==> config.mk <==
export PLATFORM = sky130hd
export DESIGN_NAME = dpw_top
export DESIGN_NICKNAME = d
export VERILOG_FILES = /design/src/design/dpw_pkg.sv /design/src/design/dpw_sync.sv /design/src/design/dpw_diag_mux.sv /design/src/design/dpw_top.sv
export SDC_FILE = /design/constraint.sdc
export NUM_CORES = 1
export LEC_CHECK = 0
export BUFFER_PORTS_ARGS = -buffer_cell sky130_fd_sc_hd__buf_2
export CAP_MARGIN = 20
export CORE_MARGIN = 5
export CORE_UTILIZATION = 31
export DETAILED_ROUTE_END_ITERATION = 16
export PLACE_DENSITY = 0.59
export SYNTH_ARGS = -nofsm -noshare
export SYNTH_HDL_FRONTEND = slang
export SYNTH_SLANG_ARGS = --single-unit
==> constraint.sdc <==
create_clock -name CLK -period 2.35 [get_ports CLK]
set_input_delay 0 -clock CLK [delete_from_list [all_inputs] [get_ports CLK]]
set_output_delay 0 -clock CLK [all_outputs]
set_load 0.01 [all_outputs]
==> src/design/dpw_pkg.sv <==
package dpw_pkg;

  // register indices on the plain port
  localparam logic [1:0] REG_CTRL = 2'h0;  // misc_control_write_reg
  localparam logic [1:0] REG_STAT = 2'h1;  // misc_status_read_reg

  // control byte layout
  localparam int CTRL_LOOP = 4;            // local loopback
  localparam int CTRL_ECHO = 3;            // auto echo
  localparam int CMD_LSB   = 5;            // command field low bit
  localparam int CMD_MSB   = 7;            // command field high bit

  // loop commands
  localparam logic [2:0] CMD_SEARCH   = 3'h1;  // enter search mode
  localparam logic [2:0] CMD_RST_MISS = 3'h2;  // reset missing clock
  localparam logic [2:0] CMD_DISABLE  = 3'h3;  // disable loop
  localparam logic [2:0] CMD_SRC_BRG  = 3'h4;  // source = baud generator
  localparam logic [2:0] CMD_SRC_PIN  = 3'h5;  // source = rx_tx_clock_pin
  localparam logic [2:0] CMD_FM       = 3'h6;  // fm mode
  localparam logic [2:0] CMD_NRZI     = 3'h7;  // nrzi mode

  // status byte layout
  localparam int STAT_ONE_MISS = 7;
  localparam int STAT_TWO_MISS = 6;
  localparam int STAT_SRC      = 3;
  localparam int STAT_FM       = 2;
  localparam int STAT_SEARCH   = 1;
  localparam int STAT_EN       = 0;

  // counter positions in half counts: position = 2 * count + half
  localparam logic [5:0] POS_SEARCH  = 6'h20;  // count 16, first half
  localparam logic [5:0] POS_DROP    = 6'h04;  // count 2
  localparam logic [5:0] POS_C5_PRE  = 6'h09;  // last half of count 4
  localparam logic [5:0] POS_C5_LO   = 6'h0a;  // count 5, first half
  localparam logic [5:0] POS_C5_HI   = 6'h0b;  // count 5, second half
  localparam logic [5:0] POS_C6      = 6'h0c;  // count 6
  localparam logic [5:0] POS_WIN_LO  = 6'h19;  // middle of count 12
  localparam logic [5:0] POS_WIN_HI  = 6'h26;  // up to middle of count 19
  localparam logic [5:0] POS_CHECK   = 6'h27;  // window closed
  localparam logic [5:0] POS_LOCK_LO = 6'h1f;  // middle of count 15
  localparam logic [5:0] POS_LOCK_HI = 6'h20;  // up to middle of count 16
  localparam logic [5:0] POS_TX_LAG  = 6'h08;  // quarter of fm clock period
  localparam int         BIT_NRZI_CK = 5;      // count bit 4 in half counts
  localparam int         BIT_FM_CK   = 4;      // count bit 3 in half counts

  // pending count correction
  typedef enum logic [1:0] {ADJ_NONE, ADJ_SHORT, ADJ_LONG} dpw_adj_e;

endpackage

==> src/design/dpw_sync.sv <==
`timescale 1ns/1ps
// two-stage synchroniser for a group of pin levels
module dpw_sync #(
  parameter int W = 1
) (
  input  wire logic         clk,
  input  wire logic         srst,
  input  wire logic [W-1:0] d_in,
  output logic      [W-1:0] d_out
);

  typedef struct packed {
    logic [W-1:0] s1;  // first stage, read only by s2
    logic [W-1:0] s2;  // settled copy
  } dpw_sync_s;

  dpw_sync_s st_r;
  dpw_sync_s st_nxt;

  // shift one stage per clock
  always_comb begin
    st_nxt    = st_r;
    st_nxt.s1 = d_in;
    st_nxt.s2 = st_r.s1;
  end

  // state register
  always_ff @(posedge clk) begin
    if (srst) begin
      st_r <= '0;
    end else begin
      st_r <= st_nxt;
    end
  end

  assign d_out = st_r.s2;

endmodule // dpw_sync

==> src/design/dpw_diag_mux.sv <==
`timescale 1ns/1ps
// loopback and echo steering of the serial data path
module dpw_diag_mux (
  input  wire logic clk,
  input  wire logic srst,
  input  wire logic loop,       // local loopback
  input  wire logic echo,       // auto echo
  input  wire logic auto_en,    // auto enables selected
  input  wire logic tx_data,    // transmitter output
  input  wire logic rxd_s,      // synchronised receive pin
  input  wire logic cts_s_n,    // synchronised clear-to-send, low active
  input  wire logic dcd_s_n,    // synchronised carrier detect, low active
  output logic      txd_pin,    // transmit pin level
  output logic      rx_data,    // receiver input
  output logic      tx_go,      // transmitter may run
  output logic      rx_go       // receiver may run
);

  typedef struct packed {
    logic txd;
    logic rxd;
    logic txg;
    logic rxg;
  } dpw_mux_s;

  dpw_mux_s st_r;
  dpw_mux_s st_nxt;
  logic     ign_cts;  // clear-to-send not an enable
  logic     ign_dcd;  // carrier detect not an enable

  // path selection; echo outranks loopback
  always_comb begin
    st_nxt  = st_r;
    ign_cts = loop | echo;
    ign_dcd = loop;
    if (echo) begin
      st_nxt.txd = rxd_s;
      st_nxt.rxd = rxd_s;
    end else if (loop) begin
      st_nxt.txd = tx_data;
      st_nxt.rxd = tx_data;
    end else begin
      st_nxt.txd = tx_data;            // normal path
      st_nxt.rxd = rxd_s;
    end
    // enables follow the pins only when auto enables are on
    st_nxt.txg = ~auto_en | ign_cts | ~cts_s_n;
    st_nxt.rxg = ~auto_en | ign_dcd | ~dcd_s_n;
  end

  // idle line is marking, so reset to one
  always_ff @(posedge clk) begin
    if (srst) begin
      st_r     <= '0;
      st_r.txd <= 1'b1;
      st_r.rxd <= 1'b1;
    end else begin
      st_r <= st_nxt;
    end
  end

  assign txd_pin = st_r.txd;
  assign rx_data = st_r.rxd;
  assign tx_go   = st_r.txg;
  assign rx_go   = st_r.rxg;

endmodule // dpw_diag_mux

==> src/design/dpw_top.sv <==
`timescale 1ns/1ps
// receive clock recovery loop with missing-edge watch and diagnostics
module dpw_top (
  input  wire logic       CLK,
  input  wire logic       SRST,
  input  wire logic [1:0] ADDR,                  // register index
  input  wire logic [7:0] WDATA,                 // write data
  input  wire logic       WR,                    // write strobe
  input  wire logic       RD,                    // read strobe
  output logic      [7:0] RDATA,                 // read data, cycle after RD
  input  wire logic       RX_TX_CLOCK_PIN,       // pin clock source
  input  wire logic       BRG_CLK,               // baud generator clock source
  input  wire logic       RXD_PIN,               // receive data pin
  output logic            TXD_PIN,               // transmit data pin
  input  wire logic       TX_DATA,               // transmitter serial output
  output logic            RX_DATA,               // receiver serial input
  input  wire logic       CLEAR_TO_SEND_PIN_N,   // clear to send, low active
  input  wire logic       CARRIER_DETECT_PIN_N,  // carrier_detect_pin, low active
  input  wire logic       AUTO_ENABLES,          // auto enables selected
  output logic            TX_GO,                 // transmitter enable
  output logic            RX_GO,                 // receiver enable
  output logic            RX_CLK,                // recovered receive clock
  output logic            TX_CLK,                // recovered transmit clock
  output logic            RX_SAMPLE              // receive sample pulse
);

  // all state of the block
  typedef struct packed {
    logic               en;         // loop enabled
    logic               search;     // waiting for first edge
    logic               fm;         // fm mode, else nrzi
    logic               src_brg;    // source is baud generator
    logic               loop;       // local loopback bit
    logic               echo;       // auto echo bit
    logic [5:0]         cnt;        // half-count position
    dpw_pkg::dpw_adj_e  act;        // correction in this cycle
    dpw_pkg::dpw_adj_e  pend;       // correction for next cycle
    logic               dbl;        // count five already doubled
    logic               seen;       // edge found in fm window
    logic               miss_prev;  // previous window missed
    logic               drop;       // search entry pending
    logic               one_miss;   // single edge missed
    logic               two_miss;   // two edges missed
    logic               src_prev;   // last source level
    logic               rxd_prev;   // last receive level
    logic               rxclk;      // registered receive clock
    logic               txclk;      // registered transmit clock
    logic               samp;       // receive sample pulse
    logic               rd_v;       // read data phase
    logic [7:0]         rdata;      // read data
  } dpw_top_s;

  dpw_top_s   st_r;
  dpw_top_s   st_nxt;

  logic [4:0] pins_raw;   // external levels before synchronising
  logic [4:0] pins_s;     // synchronised levels
  logic       pin_ck_s;   // synchronised pin clock
  logic       brg_ck_s;   // synchronised baud generator clock
  logic       rxd_s;      // synchronised receive pin
  logic       cts_s_n;    // synchronised clear to send
  logic       dcd_s_n;    // synchronised carrier detect
  logic       src_lvl;    // selected source level
  logic       tick;       // one half count of the loop
  logic       rx_edge;    // transition on receive pin
  logic       wr_ctrl;    // control byte written
  logic [2:0] cmd;        // command field of a control write
  logic [5:0] pos;        // position after this tick
  logic       in_win;     // edge inside fm window
  logic [5:0] tx_pos;     // lagged position for fm transmit clock
  logic [7:0] stat;       // status byte

  // every pin level crosses into the clock domain here
  assign pins_raw = {RX_TX_CLOCK_PIN, BRG_CLK, RXD_PIN,
                     CLEAR_TO_SEND_PIN_N, CARRIER_DETECT_PIN_N};

  dpw_sync #(
    .W     (5)
  ) u_sync (
    .clk   (CLK),
    .srst  (SRST),
    .d_in  (pins_raw),
    .d_out (pins_s)
  );

  assign pin_ck_s = pins_s[4];
  assign brg_ck_s = pins_s[3];
  assign rxd_s    = pins_s[2];
  assign cts_s_n  = pins_s[1];
  assign dcd_s_n  = pins_s[0];

  // data path steering and enables
  dpw_diag_mux u_mux (
    .clk     (CLK),
    .srst    (SRST),
    .loop    (st_r.loop),
    .echo    (st_r.echo),
    .auto_en (AUTO_ENABLES),
    .tx_data (TX_DATA),
    .rxd_s   (rxd_s),
    .cts_s_n (cts_s_n),
    .dcd_s_n (dcd_s_n),
    .txd_pin (TXD_PIN),
    .rx_data (RX_DATA),
    .tx_go   (TX_GO),
    .rx_go   (RX_GO)
  );

  // source mux; changing it while enabled can make short pulses,
  // so software should switch it only with the loop disabled
  assign src_lvl = st_r.src_brg ? brg_ck_s : pin_ck_s;

  // both source edges advance the counter by half a count
  assign tick    = src_lvl ^ st_r.src_prev;

  // the loop always watches the pin, never the receiver input,
  // so it cannot follow data while in local loopback
  assign rx_edge = rxd_s ^ st_r.rxd_prev;

  // command decode
  assign wr_ctrl = WR & (ADDR == dpw_pkg::REG_CTRL);
  assign cmd     = WDATA[dpw_pkg::CMD_MSB:dpw_pkg::CMD_LSB];

  // window test on the position the edge falls in
  assign in_win  = (st_r.cnt >= dpw_pkg::POS_WIN_LO) &&
                   (st_r.cnt <= dpw_pkg::POS_WIN_HI);

  // status byte assembly
  always_comb begin
    stat                        = '0;
    stat[dpw_pkg::STAT_ONE_MISS] = st_r.one_miss;
    stat[dpw_pkg::STAT_TWO_MISS] = st_r.two_miss;
    stat[dpw_pkg::STAT_SRC]      = st_r.src_brg;
    stat[dpw_pkg::STAT_FM]       = st_r.fm;
    stat[dpw_pkg::STAT_SEARCH]   = st_r.search;
    stat[dpw_pkg::STAT_EN]       = st_r.en;
  end

  // next position with count five deleted or doubled
  always_comb begin
    pos = st_r.cnt + 6'h01;
    if (st_r.act == dpw_pkg::ADJ_SHORT && st_r.cnt == dpw_pkg::POS_C5_PRE) begin
      pos = dpw_pkg::POS_C6;
    end else if (st_r.act == dpw_pkg::ADJ_LONG && !st_r.dbl &&
                 st_r.cnt == dpw_pkg::POS_C5_HI) begin
      pos = dpw_pkg::POS_C5_LO;
    end
  end

  // main next-state logic
  always_comb begin
    st_nxt          = st_r;
    st_nxt.src_prev = src_lvl;
    st_nxt.rxd_prev = rxd_s;
    st_nxt.rd_v     = RD;
    st_nxt.rdata    = '0;

    // read data stands only in the cycle after the strobe
    if (RD) begin
      unique case (ADDR)
        dpw_pkg::REG_CTRL: begin
          st_nxt.rdata[dpw_pkg::CTRL_LOOP] = st_r.loop;
          st_nxt.rdata[dpw_pkg::CTRL_ECHO] = st_r.echo;
        end
        dpw_pkg::REG_STAT: begin
          st_nxt.rdata = stat;
        end
        default: begin
          st_nxt.rdata = '0;                    // unmapped reads zero
        end
      endcase
    end

    // counter runs only while enabled and locked
    if (st_r.en && !st_r.search) begin
      // edge handling; first edge sets phase, later ones steer
      if (rx_edge) begin
        if (st_r.fm) begin
          // fm cycle covers two cells; data edges outside the
          // window would otherwise pull the phase
          if (in_win) begin
            st_nxt.seen = 1'b1;
            if (st_r.cnt > dpw_pkg::POS_LOCK_HI) begin
              st_nxt.pend = dpw_pkg::ADJ_LONG;
            end else if (st_r.cnt < dpw_pkg::POS_LOCK_LO) begin
              st_nxt.pend = dpw_pkg::ADJ_SHORT;
            end else begin
              st_nxt.pend = dpw_pkg::ADJ_NONE;
            end
          end
        end else begin
          // nrzi: whole cycle splits at the boundary
          if (st_r.cnt > dpw_pkg::POS_LOCK_HI) begin
            st_nxt.pend = dpw_pkg::ADJ_LONG;
          end else if (st_r.cnt < dpw_pkg::POS_LOCK_LO) begin
            st_nxt.pend = dpw_pkg::ADJ_SHORT;
          end else begin
            st_nxt.pend = dpw_pkg::ADJ_NONE;
          end
        end
      end

      if (tick) begin
        st_nxt.cnt = pos;
        if (st_r.act == dpw_pkg::ADJ_LONG && st_r.cnt == dpw_pkg::POS_C5_HI) begin
          st_nxt.dbl = 1'b1;
        end
        // cycle wrap: load the correction for the new cycle
        if (pos == '0) begin
          st_nxt.act  = st_nxt.pend;
          st_nxt.pend = dpw_pkg::ADJ_NONE;
          st_nxt.dbl  = 1'b0;
          st_nxt.seen = 1'b0;
        end
        // fm window closed: judge the cycle
        if (st_r.fm && pos == dpw_pkg::POS_CHECK) begin
          if (st_nxt.seen) begin
            st_nxt.miss_prev = 1'b0;
          end else if (st_r.miss_prev) begin
            st_nxt.two_miss = 1'b1;
            st_nxt.drop     = 1'b1;
          end else begin
            // one miss only flags; no correction follows since
            // no edge was taken in this cycle
            st_nxt.one_miss  = 1'b1;
            st_nxt.miss_prev = 1'b1;
          end
        end
        // drop into search where both clocks are low
        if (st_r.drop && pos == dpw_pkg::POS_DROP) begin
          st_nxt.search    = 1'b1;
          st_nxt.cnt       = dpw_pkg::POS_SEARCH;
          st_nxt.drop      = 1'b0;
          st_nxt.miss_prev = 1'b0;
          st_nxt.act       = dpw_pkg::ADJ_NONE;
          st_nxt.pend      = dpw_pkg::ADJ_NONE;
        end
      end
    end else if (st_r.en && st_r.search && rx_edge) begin
      // first edge taken as a cell boundary; counter held at 16
      st_nxt.search    = 1'b0;
      st_nxt.cnt       = dpw_pkg::POS_SEARCH;
      st_nxt.seen      = 1'b1;
      st_nxt.miss_prev = 1'b0;
      st_nxt.act       = dpw_pkg::ADJ_NONE;
      st_nxt.pend      = dpw_pkg::ADJ_NONE;
      st_nxt.dbl       = 1'b0;
    end

    // software commands; a miss in the same cycle still sets, except under disable or nrzi
    if (wr_ctrl) begin
      st_nxt.loop = WDATA[dpw_pkg::CTRL_LOOP];
      st_nxt.echo = WDATA[dpw_pkg::CTRL_ECHO];
      unique case (cmd)
        dpw_pkg::CMD_SEARCH: begin
          // enables a held loop or restarts a running one
          st_nxt.en        = 1'b1;
          st_nxt.search    = 1'b1;
          st_nxt.cnt       = dpw_pkg::POS_SEARCH;
          st_nxt.drop      = 1'b0;
          st_nxt.miss_prev = 1'b0;
          st_nxt.act       = dpw_pkg::ADJ_NONE;
          st_nxt.pend      = dpw_pkg::ADJ_NONE;
          st_nxt.one_miss  = st_nxt.one_miss & st_r.en & ~st_r.search &
                             ~st_r.one_miss;
          st_nxt.two_miss  = st_nxt.two_miss & ~st_r.two_miss;
        end
        dpw_pkg::CMD_RST_MISS: begin
          st_nxt.one_miss = st_nxt.one_miss & ~st_r.one_miss;
          st_nxt.two_miss = st_nxt.two_miss & ~st_r.two_miss;
        end
        dpw_pkg::CMD_DISABLE: begin
          st_nxt.en     = 1'b0;
          st_nxt.search = 1'b1;
          st_nxt.cnt    = dpw_pkg::POS_SEARCH;
          st_nxt.drop   = 1'b0;
        end
        dpw_pkg::CMD_SRC_BRG: st_nxt.src_brg = 1'b1;
        dpw_pkg::CMD_SRC_PIN: st_nxt.src_brg = 1'b0;
        dpw_pkg::CMD_FM:      st_nxt.fm      = 1'b1;
        dpw_pkg::CMD_NRZI:    st_nxt.fm      = 1'b0;
        default: ;                                 // null command
      endcase
    end

    // flags forced clear in nrzi or while disabled
    if (!st_nxt.fm || !st_nxt.en) begin
      st_nxt.one_miss  = 1'b0;
      st_nxt.two_miss  = 1'b0;
      st_nxt.miss_prev = 1'b0;
    end

    // clocks from the count; held count in search means no pulses
    tx_pos = st_nxt.cnt + dpw_pkg::POS_TX_LAG;
    if (st_nxt.fm) begin
      st_nxt.rxclk = st_nxt.cnt[dpw_pkg::BIT_FM_CK];
      st_nxt.txclk = tx_pos[dpw_pkg::BIT_FM_CK];
    end else begin
      st_nxt.rxclk = st_nxt.cnt[dpw_pkg::BIT_NRZI_CK];
      st_nxt.txclk = st_nxt.cnt[dpw_pkg::BIT_NRZI_CK];
    end

    // falling receive clock marks the sample point; with the
    // receiver in nrz this decodes manchester data
    st_nxt.samp = st_r.rxclk & ~st_nxt.rxclk;
  end

  // state register; reset disables, pin source, nrzi
  always_ff @(posedge CLK) begin
    if (SRST) begin
      st_r          <= '0;
      st_r.search   <= 1'b1;
      st_r.cnt      <= dpw_pkg::POS_SEARCH;
      st_r.rxclk    <= 1'b1;
      st_r.txclk    <= 1'b1;
    end else begin
      st_r <= st_nxt;
    end
  end

  // registered outputs
  assign RDATA     = st_r.rd_v ? st_r.rdata : '0;
  assign RX_CLK    = st_r.rxclk;
  assign TX_CLK    = st_r.txclk;
  assign RX_SAMPLE = st_r.samp;

endmodule // dpw_top

==> impl_metrics.yaml, run 1 <==
status:
  status: "finished clean"
routing:
  vias: 2062
  wl_per_cell_um: 12.4
  dr.max_layer_used: "met4"
  via_per_inst: 4.83
  route.detailed.drc: 0
  wl_met2_mm: 2.53
  wl_met3_um: 207
  drtPass1Iterations: 4
  met1_length_mm: 2.52
  wl_mm: 5.31
  ant_nets: 0
  drtIter0Drc: 146
setup_path:
  critPathSlowestCell: "or4b_4"
  reg2reg_slack_ns: 0.01
  cp_max_fo: 4
  crit_family: "simple AND/OR/NAND/NOR gates"
  r2r_start: "st_r[26]$_SDFF_PP0_"
  path_buf_inv: 0
  cp-end-kind: "register"
  critPathMaxStageDelay_ns: 0.54
  worstPathCellList: "or4b_4 -> o41a_1 -> or3_4 -> nor3b_4 -> mux2i_1 -> nor3_2"
  startpoint_type: "register"
  path_class: "register to register"
  crit_arrival_ns: 2.54
  worstSetupStartpoint: "st_r[26]$_SDFF_PP0_"
  worstPathRequired_ns: 2.55
final_layout:
  nets: 352
  largest-register: "st_r"
  seq_area_sq_um: 983
  diodes: 0
  layout-drive-gt1-share_pct: 21.6
  finalInstanceArea_sq_um: 2980
  multi_input_area_sq_um: 1320
  final_cells: 427
  largest_reg_flops: 32
  syn2layout_area_growth_pct: 26.1
  n_fill_cell: 723
global_route:
  antenna_found_initial: 0
  grt_usage_pct: 11.1
  grt_pass1_vias: 1895
  grt_max_degree: 21
  grt_pass1_wl_mm: 8.94
  grt_overflow_total: 0
logic_synthesis:
  yosysWarnings: 0
  yosysUniqueCellTypes: 55
  synth-main-ff-cell: "dfxtp_1"
  post-synth-top-count-cell: "dfxtp_1"
  synth_cells: 273
  syn-num-nets: 298
  synth_top_area_share_pct: 41.5
  synthArstFlopShare_pct: 0
  synth.avg_cell_area_sq_um: 8.67
  synth.largest_area_cell: "dfxtp_1"
  synth_common_cells: "49 x dfxtp_1, 26 x nor2_1, 25 x nand2_1, 16 x nor2b_1, 15 x and2_1"
  synth_edf_count: 0
  ys_top_cells_by_area: "dfxtp_1 41%, nor2b_1 4.2%, nor2_1 4.1%, and2_1 4.0%, nand2_1 4.0%"
  ys_ff_latch: 49
  synth.cell_area_sq_um: 2370
  ys_seq_area_share_pct: 41.5
clock_network:
  cts-root-buf: "clkbuf_8"
  clock_sinks: 49
  clockBufferDepth: 2
  cts_tree: "built"
  cts_inserted_buffers: 5
  worstSkewPairLatency_ns: 0.30
  clk_pin_slew_ns: 0.10
  ctsHtreeMaxLevel: 2
die:
  die_w_um: 97.4
  row_count: 31
  fp.coreArea_sq_um: 7330
  dieArea_sq_um: 9480
  die_y_um: 97.4
  initial_core_util_pct: 32.3
  pin_count: 36
sta:
  rsz0062_at_grt: "true"
  fin_crit_sh_pct: 99.5
  finalClockSkew_ns: 0.00722
  timing.final.ws_setup_ns: 0.0106
  period_needed_ns: 2.34
  relSlewSlack_pct: 63.9
  setup_tns_ns: 0
  worst_pin_slew_ns: 0.540
  final_max_slew_viol_count: 0
  hold_viol: 0
  worst_hold_slack_ns: 0.0127
  setup_viol_count_final: 0
  fmax_mhz: 427
pwr:
  p_int_mw: 1.33
  vdd_drop_max_mv: 0.221
  power.leakage_nw: 1.20
  switching_share_pct: 20.8
  switching_power_mw: 0.349
  p_clk_share_pct: 43.0
  power.density_nw_per_um2: 561
  p_seq_share_pct: 51.1
  p_comb_share_pct: 5.9
placed_design:
  dp.cells: 408
  gp_congestion: 0.859
  placed_cell_area_sq_um: 2710
  port_buffers: 31
  pre_cts_ws_ns: -0.000375
  dp_hpwl_mm: 4.04
worst_hold_path:
  hp-start: "SRST"
  hold_path.class: "input port to register"
run:
  maxCapViolCount: 0
[metrics by stage]
| stage | util, % | power, mW |
|---|---|---|
| 6_report | 40.7 | 1.67 |
| 5_1_grt | 40.7 | 1.74 |
| 4_1_cts | 40.3 | 1.70 |
| 3_5_place_dp | 37.0 | 0.963 |
| 3_3_place_gp | 37.0 | 0.962 |
| 2_1_floorplan | - | 0.925 |
[worst reg2reg max path, delay by kind of cell, from the launching register on]
| kind | cells | cell delay [ns] |
|---|---|---|
| and+or+nand+nor | 4 | 1.28 |
| AOI/OAI and AO/OA | 1 | 0.37 |
| DFF | 1 | 0.34 |
| muxes | 1 | 0.26 |
[area by class of cell]
cell class	instances	area share [%]
clock buffer	5	2.31
tap	99	4.15
clock inverter	3	2.31
sequential	49	33.0
timing repair buffer	58	12.8
inverter	10	1.26
multi-input combinational	203	44.2
[cell families (layout without fill, tap and decap cells)]
group | count (synthesis) | in the layout | share of synthesized area [%]
simple gates | 129 | 129 | 30.8
xor+xnor | 5 | 5 | 1.85
other cells | 1 | 1 | 0.158
buf+inv | 21 | 76 | 3.91
fa+ha+maj | 4 | 4 | 2.12
compound gates | 54 | 54 | 15.4
flops | 49 | 49 | 41.5
mux | 10 | 10 | 4.34
[path summary, 6_finish.rpt]
path | cells after the start | to
worst min register to register | 1 | u_mux.rx_go$_SDFF_PP0_
worst min-delay path | 2 | st_r[32]$_SDFFE_PP0P_
worst max-delay path | 6 | st_r[17]$_SDFF_PP0_
worst max register to register | 6 | st_r[17]$_SDFF_PP0_
[placed cells by master (no fill, tap or decap), types with 5 or more instances in the layout]
cell type and n:
dfxtp_1 47, buf_2 31, nor2_1 26, nand2_1 25, buf_4 17, nor2b_1 16
and2_1 15, a21oi_1 13, inv_1 10, o21ai_0 10, dlygate4sd3_1 10, mux2i_1 8
a31oi_1 8, nand2b_1 7, nand3b_1 6, nand3_1 6, clkbuf_8 5
[per-layer routing]
layer  vias up  GRT usage [%]
li1       1064              -
met1       953           14.4
met2        40           18.8
met3         5           2.01
met4         0           3.19
met5         -              0
[power groups by stage]
stage	clock, mW	combinational, mW	sequential (mW)
after floorplan	0	0.0486	0.876
after global placement	0	0.0868	0.875
after CTS	0.740	0.101	0.856
final	0.720	0.0993	0.855
after global routing	0.772	0.111	0.858
after detailed placement	0	0.0876	0.875
[repair_timing]
item | in CTS | in global routing
pin swaps | 2 | 2
endpoints found under the hold margin | 12 | 0
resized for setup | 1 | 5
buffers inserted | 1 | 0
hold buffers | 10 | 0
endpoints found under the setup margin | 1 | 5
Power figures use the tool's default switching activity.
==> run 2: changes to the inputs <==
- SYNTH_HIERARCHICAL: not set -> 1
==> impl_metrics.yaml, run 2 <==
setup_path:
  startpoint_type: "register"
  path_class: "register to register"
  cp_max_fo: 7
  crit_arrival_ns: 2.28
  worstPathRequired_ns: 2.55
  cp-end-kind: "register"
placed_design:
  gp_congestion: 0.825
  port_buffers: 31
  dp_hpwl_mm: 3.85
  placed_cell_area_sq_um: 2620
  pre_cts_ws_ns: 0.206
logic_synthesis:
  synth.largest_area_cell: "dfxtp_1"
  synth_edf_count: 0
  ys_top_cells_by_area: "dfxtp_1 41%, nor2b_1 4.2%, and2_1 4.0%, nor2_1 3.2%, nand2_1 3.0%"
  synth_common_cells: "49 x dfxtp_1, 20 x nor2_1, 19 x nand2_1, 16 x nor2b_1, 15 x and2_1"
  synth.avg_cell_area_sq_um: 9.12
  synth.cell_area_sq_um: 2370
  yosysWarnings: 6
  synth_cells: 260
  post-synth-top-count-cell: "dfxtp_1"
  syn-num-nets: 285
  synthArstFlopShare_pct: 0
  synth-main-ff-cell: "dfxtp_1"
  yosysUniqueCellTypes: 59
  ys_ff_latch: 49
  ys_seq_area_share_pct: 41.4
  synth_top_area_share_pct: 41.4
die:
  dieArea_sq_um: 9500
  die_w_um: 97.5
  die_y_um: 97.5
  fp.coreArea_sq_um: 7610
  row_count: 32
  pin_count: 36
  initial_core_util_pct: 31.2
clock_network:
  cts-root-buf: "clkbuf_8"
  clk_pin_slew_ns: 0.09
  postCtsSetupBuffers: 0
  clockBufferDepth: 2
  cts_tree: "built"
  ctsHtreeMaxLevel: 2
  worstSkewPairLatency_ns: 0.30
  clock_sinks: 49
  cts_inserted_buffers: 5
global_route:
  grt_pass1_wl_mm: 8.51
  grt_max_degree: 17
  grt_pass1_vias: 1790
  grt_overflow_total: 0
  grt_usage_pct: 10.8
  antenna_found_initial: 0
routing:
  route.detailed.drc: 0
  drtPass1Iterations: 4
  wl_per_cell_um: 12.7
  vias: 1956
  ant_nets: 0
  drtIter0Drc: 141
  wl_mm: 5.13
  via_per_inst: 4.83
sta:
  fin_crit_sh_pct: 88.3
  final_max_slew_viol_count: 0
  hold_viol: 0
  fmax_mhz: 482
  setup_viol_count_final: 0
  relSlewSlack_pct: 65.5
  worst_pin_slew_ns: 0.517
  period_needed_ns: 2.08
  timing.final.ws_setup_ns: 0.275
  setup_tns_ns: 0
  rsz0062_at_grt: "false"
  finalClockSkew_ns: 0.00610
final_layout:
  multi_input_area_sq_um: 1290
  nets: 327
  diodes: 0
  syn2layout_area_growth_pct: 20.2
  n_fill_cell: 790
  largest_reg_flops: 32
  mostFrequentLayoutCells: "49 x dfxtp_1, 31 x buf_2, 20 x nor2_1, 19 x nand2_1, 16 x nor2b_1"
  layout-drive-gt1-share_pct: 19.8
  finalInstanceArea_sq_um: 2850
  seq_area_sq_um: 981
  final_common_cell: "dfxtp_1"
  largest-register: "st_r"
pwr:
  p_clk_share_pct: 39.1
  p_seq_share_pct: 54.5
  report.power.total_mw: 1.57
  power.leakage_nw: 1.14
  vdd_drop_max_mv: 0.278
  switching_power_mw: 0.354
  power.density_nw_per_um2: 551
  p_int_mw: 1.22
  switching_share_pct: 22.5
  p_comb_share_pct: 6.4
status:
  status: "finished clean"
worst_hold_path:
  hold_path.class: "input port to register"
run:
  maxCapViolCount: 0
[run 2: cell count changes after synthesis, moves of 3 or more]
cell	delta
nor2_1	-6
nand2b_1	-5
nand3b_1	-5
o31ai_1	+6
o21ai_1	+4
nand2_1	-6
o211a_1	+3
nor3_1	+6
a31oi_1	-6
or2_1	+3
o21ai_0	-6
or3_1	-3
a21oi_1	-3
[run 2: critical path: stages (launching register included)]
cell and delay [ns]:
dfxtp_1 0.46, inv_1 0.15, ha_1 0.21, nor3b_1 0.13
o31ai_1 0.34, a31oi_1 0.22, and4_1 0.25, o221a_1 0.22
[run 2: power groups by stage]
stage               registers (mW)  clock network (mW)  logic, mW
finish                       0.857               0.615      0.100
global route                 0.859               0.661      0.111
CTS                          0.857               0.628      0.100
detailed placement           0.877                   0     0.0861
global placement             0.876                   0     0.0854
floorplan                    0.877                   0     0.0497
[run 2: per-layer routing]
metal / part of all wire (%) / track usage, %
met1: 47 / 13.7
met2: 47 / 17.9
met3: 4.3 / 2.08
met4: 2.0 / 4.15
met5: 0 / 0
[run 2: worst paths after layout]
| check | depth (start not counted) | from | slack (ns) | endpoint |
|---|---|---|---|---|
| setup / recovery | 7 | st_r[24]$_SDFF_PP0_ | 0.27 | st_r[16]$_SDFF_PP0_ |
| hold reg to reg | 1 | u_sync/d_out[0]$_SDFF_PP0_ | 0.40 | u_mux/rx_go$_SDFF_PP0_ |
| setup reg to reg | 7 | st_r[24]$_SDFF_PP0_ | 0.27 | st_r[16]$_SDFF_PP0_ |
| hold / removal | 2 | SRST | 0.05 | st_r[30]$_SDFFE_PP0P_ |
[run 2: stage by stage]
step / hold WS [ns] / cells / utilization (%)
2_1_floorplan: 0.0691 / 260 / -
3_3_place_gp: 0.208 / 386 / 34.5
3_5_place_dp: 0.213 / 386 / 34.5
4_1_cts: 0.0370 / 405 / 37.4
5_1_grt: 0.0478 / 405 / 37.5
6_report: 0.0453 / 405 / 37.5
[run 2: cell type report]
cell class,instances,area share [%]
timing repair buffer,46,10.4
clock buffer,5,2.41
clock inverter,3,1.54
multi-input combinational,189,45.4
tap,102,4.48
sequential,49,34.4
inverter,11,1.45
[run 2: timing repair]
| action | 4_1_cts | 5_1_grt |
|---|---|---|
| gates resized for setup | 0 | 1 |
| hold buffers | 11 | 0 |
| hold endpoints to repair | 12 | 0 |
| setup endpoints to repair | 0 | 1 |
[run 2: logic make-up (layout without fill, tap and decap cells)]
kind of cell	after synthesis	after routing	share of synthesized area, %
adders and majority gates	4	4	2.11
AOI/OAI and AO/OA	55	55	17.0
muxes	10	10	4.96
other	1	1	0.158
xor gates and xnor gates	6	6	2.22
DFF	49	49	41.4
and+or+nand+nor	113	113	27.8
buffers and inverters	22	65	4.38
